File: config.mk
export PLATFORM = sky130hd
export DESIGN_NAME = fieldbus_station_switch_config
export DESIGN_NICKNAME = d
export VERILOG_FILES = /design/src/logic/station_cfg_pkg.sv /design/src/logic/switch_config_latch.sv /design/src/logic/fieldbus_station_switch_config.sv
export SDC_FILE = /design/constraint.sdc
export NUM_CORES = 1
export LEC_CHECK = 0
export ABC_AREA = 1
export BUFFER_PORTS_ARGS = -buffer_cell sky130_fd_sc_hd__buf_2
export CORE_ASPECT_RATIO = 1.75
export CORE_MARGIN = 5
export CORE_UTILIZATION = 41
export CTS_CLUSTER_DIAMETER = 150
export CTS_CLUSTER_SIZE = 28
export DETAILED_ROUTE_END_ITERATION = 8
export MAX_ROUTING_LAYER = met4
export PLACE_DENSITY = 0.75
export SYNTH_ARGS = -nofsm -noshare
export SYNTH_HDL_FRONTEND = slang
export SYNTH_SLANG_ARGS = --single-unit
File: constraint.sdc
create_clock -name ref_clk_i -period 1.1 [get_ports ref_clk_i]
set_input_delay 0.22 -clock ref_clk_i [delete_from_list [all_inputs] [get_ports ref_clk_i]]
set_output_delay 0.22 -clock ref_clk_i [all_outputs]
set_load 0.05 [all_outputs]
File: src/logic/station_cfg_pkg.sv
package station_cfg_pkg;
	// Bus geometry
	localparam int unsigned ADDR_W = 8;
	localparam int unsigned DATA_W = 32;

	// Register byte offsets
	localparam logic [7:0] CTRL_OFS   = 8'h00;
	localparam logic [7:0] STATUS_OFS = 8'h04;
	localparam logic [7:0] SWRAW_OFS  = 8'h08;

	// Control register fields and reset value
	localparam int unsigned CTRL_LINK_EN_BIT = 0;
	localparam logic        CTRL_LINK_EN_RST = 1'b1;

	// Status register field positions
	localparam int unsigned ST_DONE_BIT     = 0;
	localparam int unsigned ST_RATE_BIT     = 1;
	localparam int unsigned ST_FRAME_BIT    = 2;
	localparam int unsigned ST_VALID_BIT    = 3;
	localparam int unsigned ST_RSVD_ON_BIT  = 4;
	localparam int unsigned ST_LINK_BIT     = 5;
	localparam int unsigned ST_ADDR_LSB     = 8;
	localparam int unsigned ST_FLEN_LSB     = 16;

	// Raw switch register field positions
	localparam int unsigned RAW_DIP_LSB = 0;
	localparam int unsigned RAW_ROT_LSB = 4;

	// Configuration switch positions
	localparam int unsigned DIP_RATE_BIT  = 0;
	localparam int unsigned DIP_FRAME_BIT = 1;
	localparam int unsigned DIP_BASE_BIT  = 2;
	localparam int unsigned DIP_RSVD_BIT  = 3;

	// Decoded values
	localparam logic [5:0] FRAME_LEN_SHORT = 6'h11;
	localparam logic [5:0] FRAME_LEN_LONG  = 6'h20;
	localparam logic [7:0] ADDR_BASE_LOW   = 8'h40;
	localparam logic [7:0] ADDR_BASE_HIGH  = 8'h50;
	localparam logic [7:0] ADDR_DEFAULT    = 8'h41;

	// Response codes
	localparam logic [1:0] RESP_OKAY   = 2'h0;
	localparam logic [1:0] RESP_SLVERR = 2'h2;
endpackage : station_cfg_pkg

File: src/logic/switch_config_latch.sv
`timescale 1ns/10ps
module switch_config_latch (
	// Clock and reset
	input  wire logic                  ref_clk_i,
	input  wire logic                  rst_n_i,
	// Switch levels
	input  wire logic [3:0]            dip_config_switch_i,
	input  wire logic [3:0]            rotary_address_switch_i,
	// Decoded configuration
	output logic                       cfg_done_o,
	output logic                       rate_10m_o,
	output logic [5:0]                 frame_len_o,
	output logic [7:0]                 station_addr_o,
	output logic                       addr_valid_o,
	output logic [3:0]                 raw_dip_o,
	output logic [3:0]                 raw_rot_o
);
	import station_cfg_pkg::*;

	// Address base picked by the third position
	function automatic logic [7:0] addr_of(input logic [3:0] dip, input logic [3:0] rot);
		addr_of = (dip[DIP_BASE_BIT] ? ADDR_BASE_HIGH : ADDR_BASE_LOW) + {4'h0, rot};
	endfunction : addr_of

	logic       done_reg,  done_next;   // Capture has happened
	logic       rate_reg,  rate_next;   // 10 Mbps selected
	logic [5:0] flen_reg,  flen_next;   // Frame length in bytes
	logic [7:0] addr_reg,  addr_next;   // Station address
	logic       valid_reg, valid_next;  // Address usable
	logic [3:0] dip_reg,   dip_next;    // Captured DIP levels
	logic [3:0] rot_reg,   rot_next;    // Captured rotary digit

	// Capture once; reset is the only way to take new settings
	always_comb begin
		done_next  = done_reg;
		rate_next  = rate_reg;
		flen_next  = flen_reg;
		addr_next  = addr_reg;
		valid_next = valid_reg;
		dip_next   = dip_reg;
		rot_next   = rot_reg;
		if (!done_reg) begin
			done_next  = 1'b1;
			dip_next   = dip_config_switch_i;
			rot_next   = rotary_address_switch_i;
			rate_next  = dip_config_switch_i[DIP_RATE_BIT];
			flen_next  = (dip_config_switch_i[DIP_RATE_BIT] &&
				dip_config_switch_i[DIP_FRAME_BIT]) ? FRAME_LEN_LONG : FRAME_LEN_SHORT;
			addr_next  = addr_of(dip_config_switch_i, rotary_address_switch_i);
			valid_next = dip_config_switch_i[DIP_BASE_BIT] || (rotary_address_switch_i != 4'h0);
		end
	end

	// Constants only under reset; switches are read after release
	always_ff @(posedge ref_clk_i or negedge rst_n_i) begin
		if (!rst_n_i) begin
			done_reg  <= 1'b0;
			rate_reg  <= 1'b0;
			flen_reg  <= FRAME_LEN_SHORT;
			addr_reg  <= 8'h00;
			valid_reg <= 1'b0;
			dip_reg   <= 4'h0;
			rot_reg   <= 4'h0;
		end else begin
			done_reg  <= done_next;
			rate_reg  <= rate_next;
			flen_reg  <= flen_next;
			addr_reg  <= addr_next;
			valid_reg <= valid_next;
			dip_reg   <= dip_next;
			rot_reg   <= rot_next;
		end
	end

	assign cfg_done_o     = done_reg;
	assign rate_10m_o     = rate_reg;
	assign frame_len_o    = flen_reg;
	assign station_addr_o = addr_reg;
	assign addr_valid_o   = valid_reg;
	assign raw_dip_o      = dip_reg;
	assign raw_rot_o      = rot_reg;
endmodule : switch_config_latch

File: src/logic/fieldbus_station_switch_config.sv
`timescale 1ns/10ps
// Contract
// - First position picks 4 or 10 Mbps.
// - Second position picks 17 or 32 bytes.
// - Address is 40H or 50H plus digit.
// - Base 40H with digit zero is disabled.
// - Legacy rate forces 17-byte frames.
// - Factory default address is 41H.
// - Changes apply only after power cycle.
module fieldbus_station_switch_config (
	// Clock and reset
	input  wire logic                                  ref_clk_i,
	input  wire logic                                  rst_n_i,
	// Switch levels
	input  wire logic [3:0]                            dip_config_switch_i,
	input  wire logic [3:0]                            rotary_address_switch_i,
	// Decoded link settings
	output logic                                       rate_10m_o,
	output logic [5:0]                                 frame_len_o,
	output logic [7:0]                                 station_addr_o,
	output logic                                       addr_valid_o,
	output logic                                       link_enable_o,
	// AXI4-Lite write address and data
	input  wire logic [station_cfg_pkg::ADDR_W-1:0]    s_axi_awaddr_i,
	input  wire logic                                  s_axi_awvalid_i,
	output logic                                       s_axi_awready_o,
	input  wire logic [station_cfg_pkg::DATA_W-1:0]    s_axi_wdata_i,
	input  wire logic [3:0]                            s_axi_wstrb_i,
	input  wire logic                                  s_axi_wvalid_i,
	output logic                                       s_axi_wready_o,
	// AXI4-Lite write response
	output logic [1:0]                                 s_axi_bresp_o,
	output logic                                       s_axi_bvalid_o,
	input  wire logic                                  s_axi_bready_i,
	// AXI4-Lite read
	input  wire logic [station_cfg_pkg::ADDR_W-1:0]    s_axi_araddr_i,
	input  wire logic                                  s_axi_arvalid_i,
	output logic                                       s_axi_arready_o,
	output logic [station_cfg_pkg::DATA_W-1:0]         s_axi_rdata_o,
	output logic [1:0]                                 s_axi_rresp_o,
	output logic                                       s_axi_rvalid_o,
	input  wire logic                                  s_axi_rready_i
);
	import station_cfg_pkg::*;

	typedef enum logic [1:0] {
		SEL_CTRL   = 2'b00,
		SEL_STATUS = 2'b01,
		SEL_SWRAW  = 2'b10,
		SEL_NONE   = 2'b11
	} reg_sel_e;

	typedef enum logic {
		WR_ACCEPT = 1'b0,
		WR_RESP   = 1'b1
	} wr_state_e;

	typedef enum logic {
		RD_ACCEPT = 1'b0,
		RD_RESP   = 1'b1
	} rd_state_e;

	// Word decode shared by both channels
	function automatic reg_sel_e decode(input logic [ADDR_W-1:0] a);
		unique case ({a[ADDR_W-1:2], 2'b00})
			CTRL_OFS:   decode = SEL_CTRL;
			STATUS_OFS: decode = SEL_STATUS;
			SWRAW_OFS:  decode = SEL_SWRAW;
			default:    decode = SEL_NONE;
		endcase
	endfunction : decode

	// Latched switch configuration
	logic       cfg_done;
	logic       cfg_rate;
	logic [5:0] cfg_flen;
	logic [7:0] cfg_addr;
	logic       cfg_valid;
	logic [3:0] cfg_dip;
	logic [3:0] cfg_rot;

	// Capture happens once, one edge after reset release
	switch_config_latch u_latch (
		.ref_clk_i               (ref_clk_i),
		.rst_n_i                 (rst_n_i),
		.dip_config_switch_i     (dip_config_switch_i),
		.rotary_address_switch_i (rotary_address_switch_i),
		.cfg_done_o              (cfg_done),
		.rate_10m_o              (cfg_rate),
		.frame_len_o             (cfg_flen),
		.station_addr_o          (cfg_addr),
		.addr_valid_o            (cfg_valid),
		.raw_dip_o               (cfg_dip),
		.raw_rot_o               (cfg_rot)
	);

	// Write side state
	wr_state_e         wr_state_reg, wr_state_next;
	logic              aw_held_reg,  aw_held_next;   // Address taken, waiting for data
	logic              w_held_reg,   w_held_next;    // Data taken, waiting for address
	logic [ADDR_W-1:0] awaddr_reg,   awaddr_next;
	logic [DATA_W-1:0] wdata_reg,    wdata_next;
	logic [3:0]        wstrb_reg,    wstrb_next;
	logic              awready_reg,  awready_next;
	logic              wready_reg,   wready_next;
	logic              bvalid_reg,   bvalid_next;
	logic [1:0]        bresp_reg,    bresp_next;
	logic              link_en_reg,  link_en_next;   // Software link gate

	// Read side state
	rd_state_e         rd_state_reg, rd_state_next;
	logic              arready_reg,  arready_next;
	logic              rvalid_reg,   rvalid_next;
	logic [1:0]        rresp_reg,    rresp_next;
	logic [DATA_W-1:0] rdata_reg,    rdata_next;

	// Output stage
	logic              rate_reg,  rate_next;
	logic [5:0]        flen_reg,  flen_next;
	logic [7:0]        addr_reg,  addr_next;
	logic              valid_reg, valid_next;
	logic              link_reg,  link_next;

	logic [DATA_W-1:0] status_word;  // Live status view
	logic [DATA_W-1:0] raw_word;     // Captured switch view

	always_comb begin
		status_word = '0;
		status_word[ST_DONE_BIT]    = cfg_done;
		status_word[ST_RATE_BIT]    = cfg_rate;
		status_word[ST_FRAME_BIT]   = (cfg_flen == FRAME_LEN_LONG);
		status_word[ST_VALID_BIT]   = cfg_valid;
		status_word[ST_RSVD_ON_BIT] = cfg_dip[DIP_RSVD_BIT];
		status_word[ST_LINK_BIT]    = link_reg;
		status_word[ST_ADDR_LSB +: 8] = cfg_addr;
		status_word[ST_FLEN_LSB +: 6] = cfg_flen;
		raw_word = '0;
		raw_word[RAW_DIP_LSB +: 4] = cfg_dip;
		raw_word[RAW_ROT_LSB +: 4] = cfg_rot;
	end

	// Write channel: address and data in either order
	always_comb begin
		wr_state_next = wr_state_reg;
		aw_held_next  = aw_held_reg;
		w_held_next   = w_held_reg;
		awaddr_next   = awaddr_reg;
		wdata_next    = wdata_reg;
		wstrb_next    = wstrb_reg;
		bvalid_next   = bvalid_reg;
		bresp_next    = bresp_reg;
		link_en_next  = link_en_reg;
		if (s_axi_awvalid_i && awready_reg) begin
			aw_held_next = 1'b1;
			awaddr_next  = s_axi_awaddr_i;
		end
		if (s_axi_wvalid_i && wready_reg) begin
			w_held_next = 1'b1;
			wdata_next  = s_axi_wdata_i;
			wstrb_next  = s_axi_wstrb_i;
		end
		unique case (wr_state_reg)
			WR_ACCEPT: begin
				// Both halves present: commit and answer
				if (aw_held_next && w_held_next) begin
					aw_held_next  = 1'b0;
					w_held_next   = 1'b0;
					bvalid_next   = 1'b1;
					wr_state_next = WR_RESP;
					bresp_next    = RESP_OKAY;
					unique case (decode(awaddr_next))
						SEL_CTRL: begin
							if (wstrb_next[0]) begin
								link_en_next = wdata_next[CTRL_LINK_EN_BIT];
							end
						end
						// Status views ignore writes
						SEL_STATUS, SEL_SWRAW: bresp_next = RESP_OKAY;
						SEL_NONE:              bresp_next = RESP_SLVERR;
					endcase
				end
			end
			WR_RESP: begin
				if (s_axi_bready_i) begin
					bvalid_next   = 1'b0;
					wr_state_next = WR_ACCEPT;
				end
			end
		endcase
		// Ready only while a slot is free, so nothing is taken twice
		awready_next = (wr_state_next == WR_ACCEPT) && !aw_held_next;
		wready_next  = (wr_state_next == WR_ACCEPT) && !w_held_next;
	end

	// Read channel: one outstanding read
	always_comb begin
		rd_state_next = rd_state_reg;
		rvalid_next   = rvalid_reg;
		rresp_next    = rresp_reg;
		rdata_next    = rdata_reg;
		unique case (rd_state_reg)
			RD_ACCEPT: begin
				if (s_axi_arvalid_i && arready_reg) begin
					rvalid_next   = 1'b1;
					rd_state_next = RD_RESP;
					rresp_next    = RESP_OKAY;
					unique case (decode(s_axi_araddr_i))
						SEL_CTRL:   rdata_next = {{(DATA_W-1){1'b0}}, link_en_reg};
						SEL_STATUS: rdata_next = status_word;
						SEL_SWRAW:  rdata_next = raw_word;
						SEL_NONE: begin
							rdata_next = '0;
							rresp_next = RESP_SLVERR;
						end
					endcase
				end
			end
			RD_RESP: begin
				if (s_axi_rready_i) begin
					rvalid_next   = 1'b0;
					rd_state_next = RD_ACCEPT;
				end
			end
		endcase
		arready_next = (rd_state_next == RD_ACCEPT);
	end

	// Outputs mirror the latch, gated until the capture is done
	always_comb begin
		rate_next  = cfg_done && cfg_rate;
		flen_next  = cfg_done ? cfg_flen : FRAME_LEN_SHORT;
		addr_next  = cfg_done ? cfg_addr : 8'h00;
		valid_next = cfg_done && cfg_valid;
		link_next  = cfg_done && cfg_valid && link_en_reg;
	end

	// Single register stage for every group
	always_ff @(posedge ref_clk_i or negedge rst_n_i) begin
		if (!rst_n_i) begin
			wr_state_reg <= WR_ACCEPT;
			aw_held_reg  <= 1'b0;
			w_held_reg   <= 1'b0;
			awaddr_reg   <= '0;
			wdata_reg    <= '0;
			wstrb_reg    <= 4'h0;
			awready_reg  <= 1'b0;
			wready_reg   <= 1'b0;
			bvalid_reg   <= 1'b0;
			bresp_reg    <= RESP_OKAY;
			link_en_reg  <= CTRL_LINK_EN_RST;
			rd_state_reg <= RD_ACCEPT;
			arready_reg  <= 1'b0;
			rvalid_reg   <= 1'b0;
			rresp_reg    <= RESP_OKAY;
			rdata_reg    <= '0;
			rate_reg     <= 1'b0;
			flen_reg     <= FRAME_LEN_SHORT;
			addr_reg     <= 8'h00;
			valid_reg    <= 1'b0;
			link_reg     <= 1'b0;
		end else begin
			wr_state_reg <= wr_state_next;
			aw_held_reg  <= aw_held_next;
			w_held_reg   <= w_held_next;
			awaddr_reg   <= awaddr_next;
			wdata_reg    <= wdata_next;
			wstrb_reg    <= wstrb_next;
			awready_reg  <= awready_next;
			wready_reg   <= wready_next;
			bvalid_reg   <= bvalid_next;
			bresp_reg    <= bresp_next;
			link_en_reg  <= link_en_next;
			rd_state_reg <= rd_state_next;
			arready_reg  <= arready_next;
			rvalid_reg   <= rvalid_next;
			rresp_reg    <= rresp_next;
			rdata_reg    <= rdata_next;
			rate_reg     <= rate_next;
			flen_reg     <= flen_next;
			addr_reg     <= addr_next;
			valid_reg    <= valid_next;
			link_reg     <= link_next;
		end
	end

	assign s_axi_awready_o = awready_reg;
	assign s_axi_wready_o  = wready_reg;
	assign s_axi_bvalid_o  = bvalid_reg;
	assign s_axi_bresp_o   = bresp_reg;
	assign s_axi_arready_o = arready_reg;
	assign s_axi_rvalid_o  = rvalid_reg;
	assign s_axi_rresp_o   = rresp_reg;
	assign s_axi_rdata_o   = rdata_reg;
	assign rate_10m_o      = rate_reg;
	assign frame_len_o     = flen_reg;
	assign station_addr_o  = addr_reg;
	assign addr_valid_o    = valid_reg;
	assign link_enable_o   = link_reg;
endmodule : fieldbus_station_switch_config

-- Word-level counts from Yosys, hierarchy flattened
Cells that the tools add are included.
- flip-flop bits (word level): 98
- bits in latches: 0
- RAM bits: 0
- bits in read-only memories: 0
- logic and storage cells: 104
- memories kept: 0
- add/subtract/negate cells: 1
- $mul: 0
- div/mod/pow operators: 0
- order comparisons: 0
- eq/ne operators: 13
- shift operators: 0
- multiplexer cells: 34
- bitwise logic cells: 4
- reductions and logical operators: 23
- operators by type and width (cell ; number):
    one-hot mux 32 bit (4 select lines) ; 1
    two-way mux 1 bit ; 16
    two-way mux 8 bit ; 2
    == test 6 x 1 -> 1 bit (second input constant) ; 2
    == test 6 x 2 -> 1 bit (second input constant) ; 2
    logical NOT 6 bit ; 2
    two-way mux 2 bit ; 6
    two-way mux 6 bit ; 2
    one-hot mux 2 bit (3 select lines) ; 2
    logical AND 1 bit ; 10
    adder 8 x 4 -> 8 bit ; 1
    inequality test 2 bit (second input constant) ; 4
    one-hot mux 1 bit (2 select lines) ; 4
    AND reduction 2 bit ; 4
    == test 2 bit (second input constant) ; 3
    == test 6 bit (second input constant) ; 1
    two-way mux 5 bit ; 1
    logical NOT 2 bit ; 2
    NOT 1 bit ; 4
    AND reduction 4 bit ; 1
    nonzero test 4 bit ; 1
    == test 2 x 1 -> 1 bit (second input constant) ; 1
    logical NOT 1 bit ; 2
    logical OR 1 bit ; 1

-- Longest topological paths before layout
- depth in word-level cells: 8
- mapped depth: 10
- depth with buffers taken out: 9

-- Modules after synthesis
Synthesis repeated with hierarchy kept, for this count alone.
- cells, all modules: 357
- area total of the unflattened synthesis: 3114.2 sq um
- by module, submodules not included (module ; times used ; cells an instance ; area an instance (sq um) ; sequential area each (sq um)):
    fieldbus_station_switch_config ; 1 ; 292 ; 2518.7 ; 1480.2
    switch_config_latch ; 1 ; 65 ; 595.6 ; 326.6

-- Least setup slack after synthesis
Ideal clock, no wire load.
- path kind: flip-flop to flip-flop
- start point: register awready_reg (netlist: s_axi_awready_o)
- end point: register link_en_reg
- library setup time: 0.058 ns
- arrival time: 1.453 ns
- path slack: -0.411 ns
- cell stages (with the launch flop): 10
- path buffers: 1
- clock period less this slack: 1.511 ns
- cells stage by stage: dfrtp_1 nand2_1 buf_6 o21ai_2 nand2_1 nor2_2 nand2_1 nand2_1 nand2_1 inv_1
- longest elaborated chain between the ends: 8
- elaborated cells on any way between the ends: 12
- classes of those cells: eq/ne: 2; mux: 5; reduce/logical: 5
- ends and longest elaborated chain (element ; line ; source):
    from (decl) ; fieldbus_station_switch_config.sv:104 ; logic awready_reg, awready_next;
    from (signal assigned) ; fieldbus_station_switch_config.sv:268 ; awready_reg <= awready_next;
    logical AND 1 bit (*) ; fieldbus_station_switch_config.sv:153 ; if (s_axi_awvalid_i && awready_reg) begin
    two-way mux 8 bit ; fieldbus_station_switch_config.sv:153 ;
    == test 6 x 2 -> 1 bit (tied with other cells) ; fieldbus_station_switch_config.sv:65 ; unique case ({a[ADDR_W-1:2], 2'b00})
    one-hot mux 2 bit (3 select lines) ; fieldbus_station_switch_config.sv:65 ;
    two-way mux 2 bit ; fieldbus_station_switch_config.sv:165 ; if (aw_held_next && w_held_next) begin
    two-way mux 2 bit ; fieldbus_station_switch_config.sv:162 ; unique case (wr_state_reg)
    logical NOT 2 bit ; fieldbus_station_switch_config.sv:171 ; unique case (decode(awaddr_next))
    AND reduction 4 bit (no line) (*) ; n/a ;
    to (signal assigned) ; fieldbus_station_switch_config.sv:272 ; link_en_reg <= link_en_next;
    to (decl) ; fieldbus_station_switch_config.sv:108 ; logic link_en_reg, link_en_next;
Every way passes the cells marked *; elsewhere a longest branch is shown, timed or not. The select of a mux whose other input is x is not followed.
A chain may end at the register's enable or synchronous reset.

-- Worst setup path in the final report
Ends and elaborated chain as after synthesis.

==> flow_results.org <==
** Floorplanning
- Once the floorplan was initialized, standard cells occupied 41.8% of the core.
- Height of the chip :: around 110 µm
- Measured along the x axis, the die boundary spans ~70 µm.
- The die covers 8000 µm².
- Row count :: 38
- The floorplan step defined a core boundary enclosing 6130 µm².
- In this run the count of I/O pins placed on the die edge is 125.

** STA
- Setup violations remaining at the end of the flow were counted as 27.
- The hold violation count in the final report came to 0.
- Period Utilization, post-route :: 116%
- The total count of max-transition violations in the final report was 0.
- On the final layout, the worst clock skew is 6.94 ps.
- Static timing analysis puts the maximum clock frequency at 785 MHz.
- Final critical path time including I/O delays and setup :: 1270 ps
- The tightest hold path in the finished design has a slack of around 58 ps.
- Across all setup checks in the final design, the least slack found is -174 ps.
- RSZ-0062 raised after global routing :: true

** Synthesis
- Synthesis handed over a netlist of between 200 and 300 instances.
- Cell taking the most area after synthesis :: sky130_fd_sc_hd__dfrtp_1
- Post-synth cell types :: 26
- The mapped netlist covers 2560 µm².
- Sequential elements use approximately three fifths of the synthesized area.
- Leading post-synthesis cells by cell area :: sky130_fd_sc_hd__dfrtp_1 (56%), sky130_fd_sc_hd__nand2_1 (12%), sky130_fd_sc_hd__buf_4 (7.0%)
- Total of flip-flops plus latches after synthesis :: 60
- Top cell type's share of synthesized area :: 55.6%
- Count of warnings emitted by yosys :: 0
- Post-Synthesis Mean Instance Area :: slightly above 9 µm²

** Setup path
- The setup path with the least slack is of type flop to flop.
- For the worst setup path, the data arrival time is 1550 ps.
- Worst endpoint required time :: 1380 ps
- Nature of the critical path endpoint :: flop
- Startpoint type of the worst setup path :: flop
- In this run the worst path has a maximum fanout of 6.

** Drt
- The detailed router finished its first iteration with ~120 violations.
- In the final routed layout, each cell accounts on average for 12.7 µm.
- Once detail routing completed, the nets flagged for antenna violations numbered 0.
- The routed layout has roughly 2,100 vias.
- In the routed layout, each cell is associated on average with a via count of 4.44.
- The first TritonRoute pass finished after 4 iterations.
- Final routed wirelength across all metal layers :: 6.04 mm
- For this run, design rule violations remaining after detail routing come to 0.

** GRT
- Grt ovf :: 0
- Global-route total usage across every layer :: around 16%
- Largest net degree at the start of global routing :: 61
- The first global-routing pass estimated 9.42 mm of wire.
- Number of global-route vias before repair :: about 2,100
- Number of antenna violations at the first check in global routing :: 0

** Power and ir drop
- The clock network accounts for a little under a third of the total power.
- Sequential share of power :: around a third
- Internal power of the cells :: 5550 µW
- In this run the static leakage power is approximately 0.0021 µW.
- PwrDens :: 2220 nW/µm²
- In this run switching power makes up about a third of total power.
- VDD sags by at most around 1.6 mV.
- Per report_power, the combinational group accounts for 35.0% of the total.
- Summed over all nets, the switching power comes to between 2000 and 3000 µW.

** Worst hold path
- HP Class :: input port to flop

** Layout
- For this run, the number of standard cells in the final layout without fillers is 475.
- Area added between synthesis and finish :: 48.4%
- Antenna cell count :: 0
- The register with the most flip-flops in the layout has 16 of them.
- In the final layout, the share of cells above drive strength 1 is 40.5%.
- The final layout contains ~460 nets.

** Placement
- Post-DP HPWL :: 4.04 mm
- Port buffering added 64 buffers.
- Routability cong. :: 0.814
- After detailed placement, the design holds a cell count of 432.

** Clock tree
- TritonCTS built the clock tree.
- Counting every sink on the clock net gives 60.
- The clock passes through at most 2 buffers.
- For the worst-skew pair, the clock arrives at the later sink with an insertion delay of approximately 340 ps.
- Number of clock buffers inserted by TritonCTS :: 9
- The H-tree was split into 3 levels.
- Clock-pin slew was measured on the worst setup and hold paths at approximately 70 ps.
- The tree is rooted in a sky130_fd_sc_hd__clkbuf_8.

** Outcome
- Run status :: finished with violations
- Violations in the final reports :: setup timing

** Run
- # Max-Cap Violations :: 0
==> cells by family (layout without fill, tap and decap cells) <==
group | after synthesis | in the layout | synth area share [%]
flops | 60 | 60 | 58.7
other cells | 2 | 23 | 0.293
simple gates | 105 | 106 | 16.9
buf+inv | 79 | 170 | 15.5
compound gates | 36 | 36 | 8.59
==> cell usage after synthesis <==
master                      count
sky130_fd_sc_hd__nand2_1       79
sky130_fd_sc_hd__dfrtp_1       57
sky130_fd_sc_hd__inv_1         42
sky130_fd_sc_hd__buf_4         24
sky130_fd_sc_hd__o21ai_1       18
sky130_fd_sc_hd__nand3_1       11
sky130_fd_sc_hd__nor2_1         8
sky130_fd_sc_hd__inv_2          6
sky130_fd_sc_hd__o31ai_1        6
sky130_fd_sc_hd__o21ai_2        4
sky130_fd_sc_hd__dfstp_2        3
sky130_fd_sc_hd__o22ai_1        3
sky130_fd_sc_hd__a21oi_1        2
sky130_fd_sc_hd__buf_2          2
sky130_fd_sc_hd__clkbuf_1       2
sky130_fd_sc_hd__clkinv_1       2
sky130_fd_sc_hd__conb_1         2
sky130_fd_sc_hd__nand2_2        2
sky130_fd_sc_hd__nand4_1        2
sky130_fd_sc_hd__a2bb2oi_1      1
sky130_fd_sc_hd__buf_6          1
sky130_fd_sc_hd__nand3_2        1
sky130_fd_sc_hd__nor2_2         1
sky130_fd_sc_hd__nor2_4         1
sky130_fd_sc_hd__o21a_1         1
sky130_fd_sc_hd__o21ai_0        1
==> power groups by stage <==
| stage | registers, µW | clock network (µW) | logic (µW) |
|---|---|---|---|
| finish | 2860 | 2630 | 2960 |
| global placement | 2830 | 0 | 2180 |
| floorplan | 3390 | 0 | 1100 |
| detailed placement | 2840 | 0 | 2220 |
| global route | 2910 | 2810 | 3200 |
| CTS | 2850 | 2690 | 2630 |
==> worst paths after layout <==
| kind | slack [ps] | start | end | cells past startpoint |
|---|---|---|---|---|
| max in group asynchronous | 360 | rst_n_i | link_en_reg | 3 |
| worst max-delay path | -170 | s_axi_awready_o | link_en_reg | 9 |
| worst min-delay path | 60 | s_axi_rready_i | s_axi_rvalid_o | 2 |
| worst max register to register | -170 | s_axi_awready_o | link_en_reg | 9 |
| worst min register to register | 460 | rd_state_reg | s_axi_rvalid_o | 1 |
| min in group asynchronous | 430 | rst_n_i | w_held_reg | 3 |
==> critical path: stages (launching register included) <==
cell and delay, ps:
sky130_fd_sc_hd__dfrtp_2 460, sky130_fd_sc_hd__nand2_4 140, sky130_fd_sc_hd__nand2_1 80, sky130_fd_sc_hd__nand2_2 90
sky130_fd_sc_hd__nand3_2 80, sky130_fd_sc_hd__nor2_2 140, sky130_fd_sc_hd__nand2_1 60, sky130_fd_sc_hd__nand2_1 50
sky130_fd_sc_hd__nand2_1 40, sky130_fd_sc_hd__inv_1 60
==> per-stage QoR <==
step | utilization, % | setup slack (ps) | total power [µW] | instance area, µm² | setup TNS [ps]
global route | 62.0 | -281 | 8910 | 3800 | -2590
detailed placement | 49.0 | -229 | 5060 | 3000 | -2400
floorplan | - | -217 | 4490 | 2670 | -381
global placement | 49.0 | -205 | 5010 | 3000 | -1790
CTS | 59.1 | -176 | 8170 | 3630 | -1400
finish | 62.0 | -174 | 8450 | 3800 | -1240
==> final cells by class <==
cell class                      instances  area (µm²)
Sequential cell                        60        1510
Tap cell                               80         100
Clock buffer                           12         145
Timing Repair Buffer                  104         888
Multi-Input combinational cell        165         850
Inverter                               50         190
Fill cell                             497        2330
Clock inverter                          4         120
==> cells in the final DEF (no fill, tap or decap), types with 10 or more instances in the layout <==
cell and instances:
sky130_fd_sc_hd__dfrtp_1 53, sky130_fd_sc_hd__nand2_1 70, sky130_fd_sc_hd__buf_4 33, sky130_fd_sc_hd__o21ai_1 17, sky130_fd_sc_hd__buf_6 40, sky130_fd_sc_hd__inv_1 41, sky130_fd_sc_hd__clkbuf_8 10, sky130_fd_sc_hd__buf_2 28
sky130_fd_sc_hd__conb_1 23
==> per-layer routing <==
layer / vias to the layer above / routed length [µm] / track usage (%)
met5: - / 0 / -
met4: 0 / 127 / 7.54
met3: 14 / 407 / 4.57
met2: 75 / 3420 / 28.2
met1: 980 / 2080 / 15.1
li1: 1039 / - / -
==> timing repair <==
| item | CTS | global route |
|---|---|---|
| endpoints found under the setup margin | 43 | 47 |
| setup buffers | 11 | 14 |
| pin swaps | 1 | 10 |
| gates cloned | 1 | 0 |
| gates resized for setup | 79 | 21 |
| hold buffers | 1 | 0 |
| hold endpoints to repair | 57 | 0 |
No activity file was read; power rests on OpenSTA's default activity.
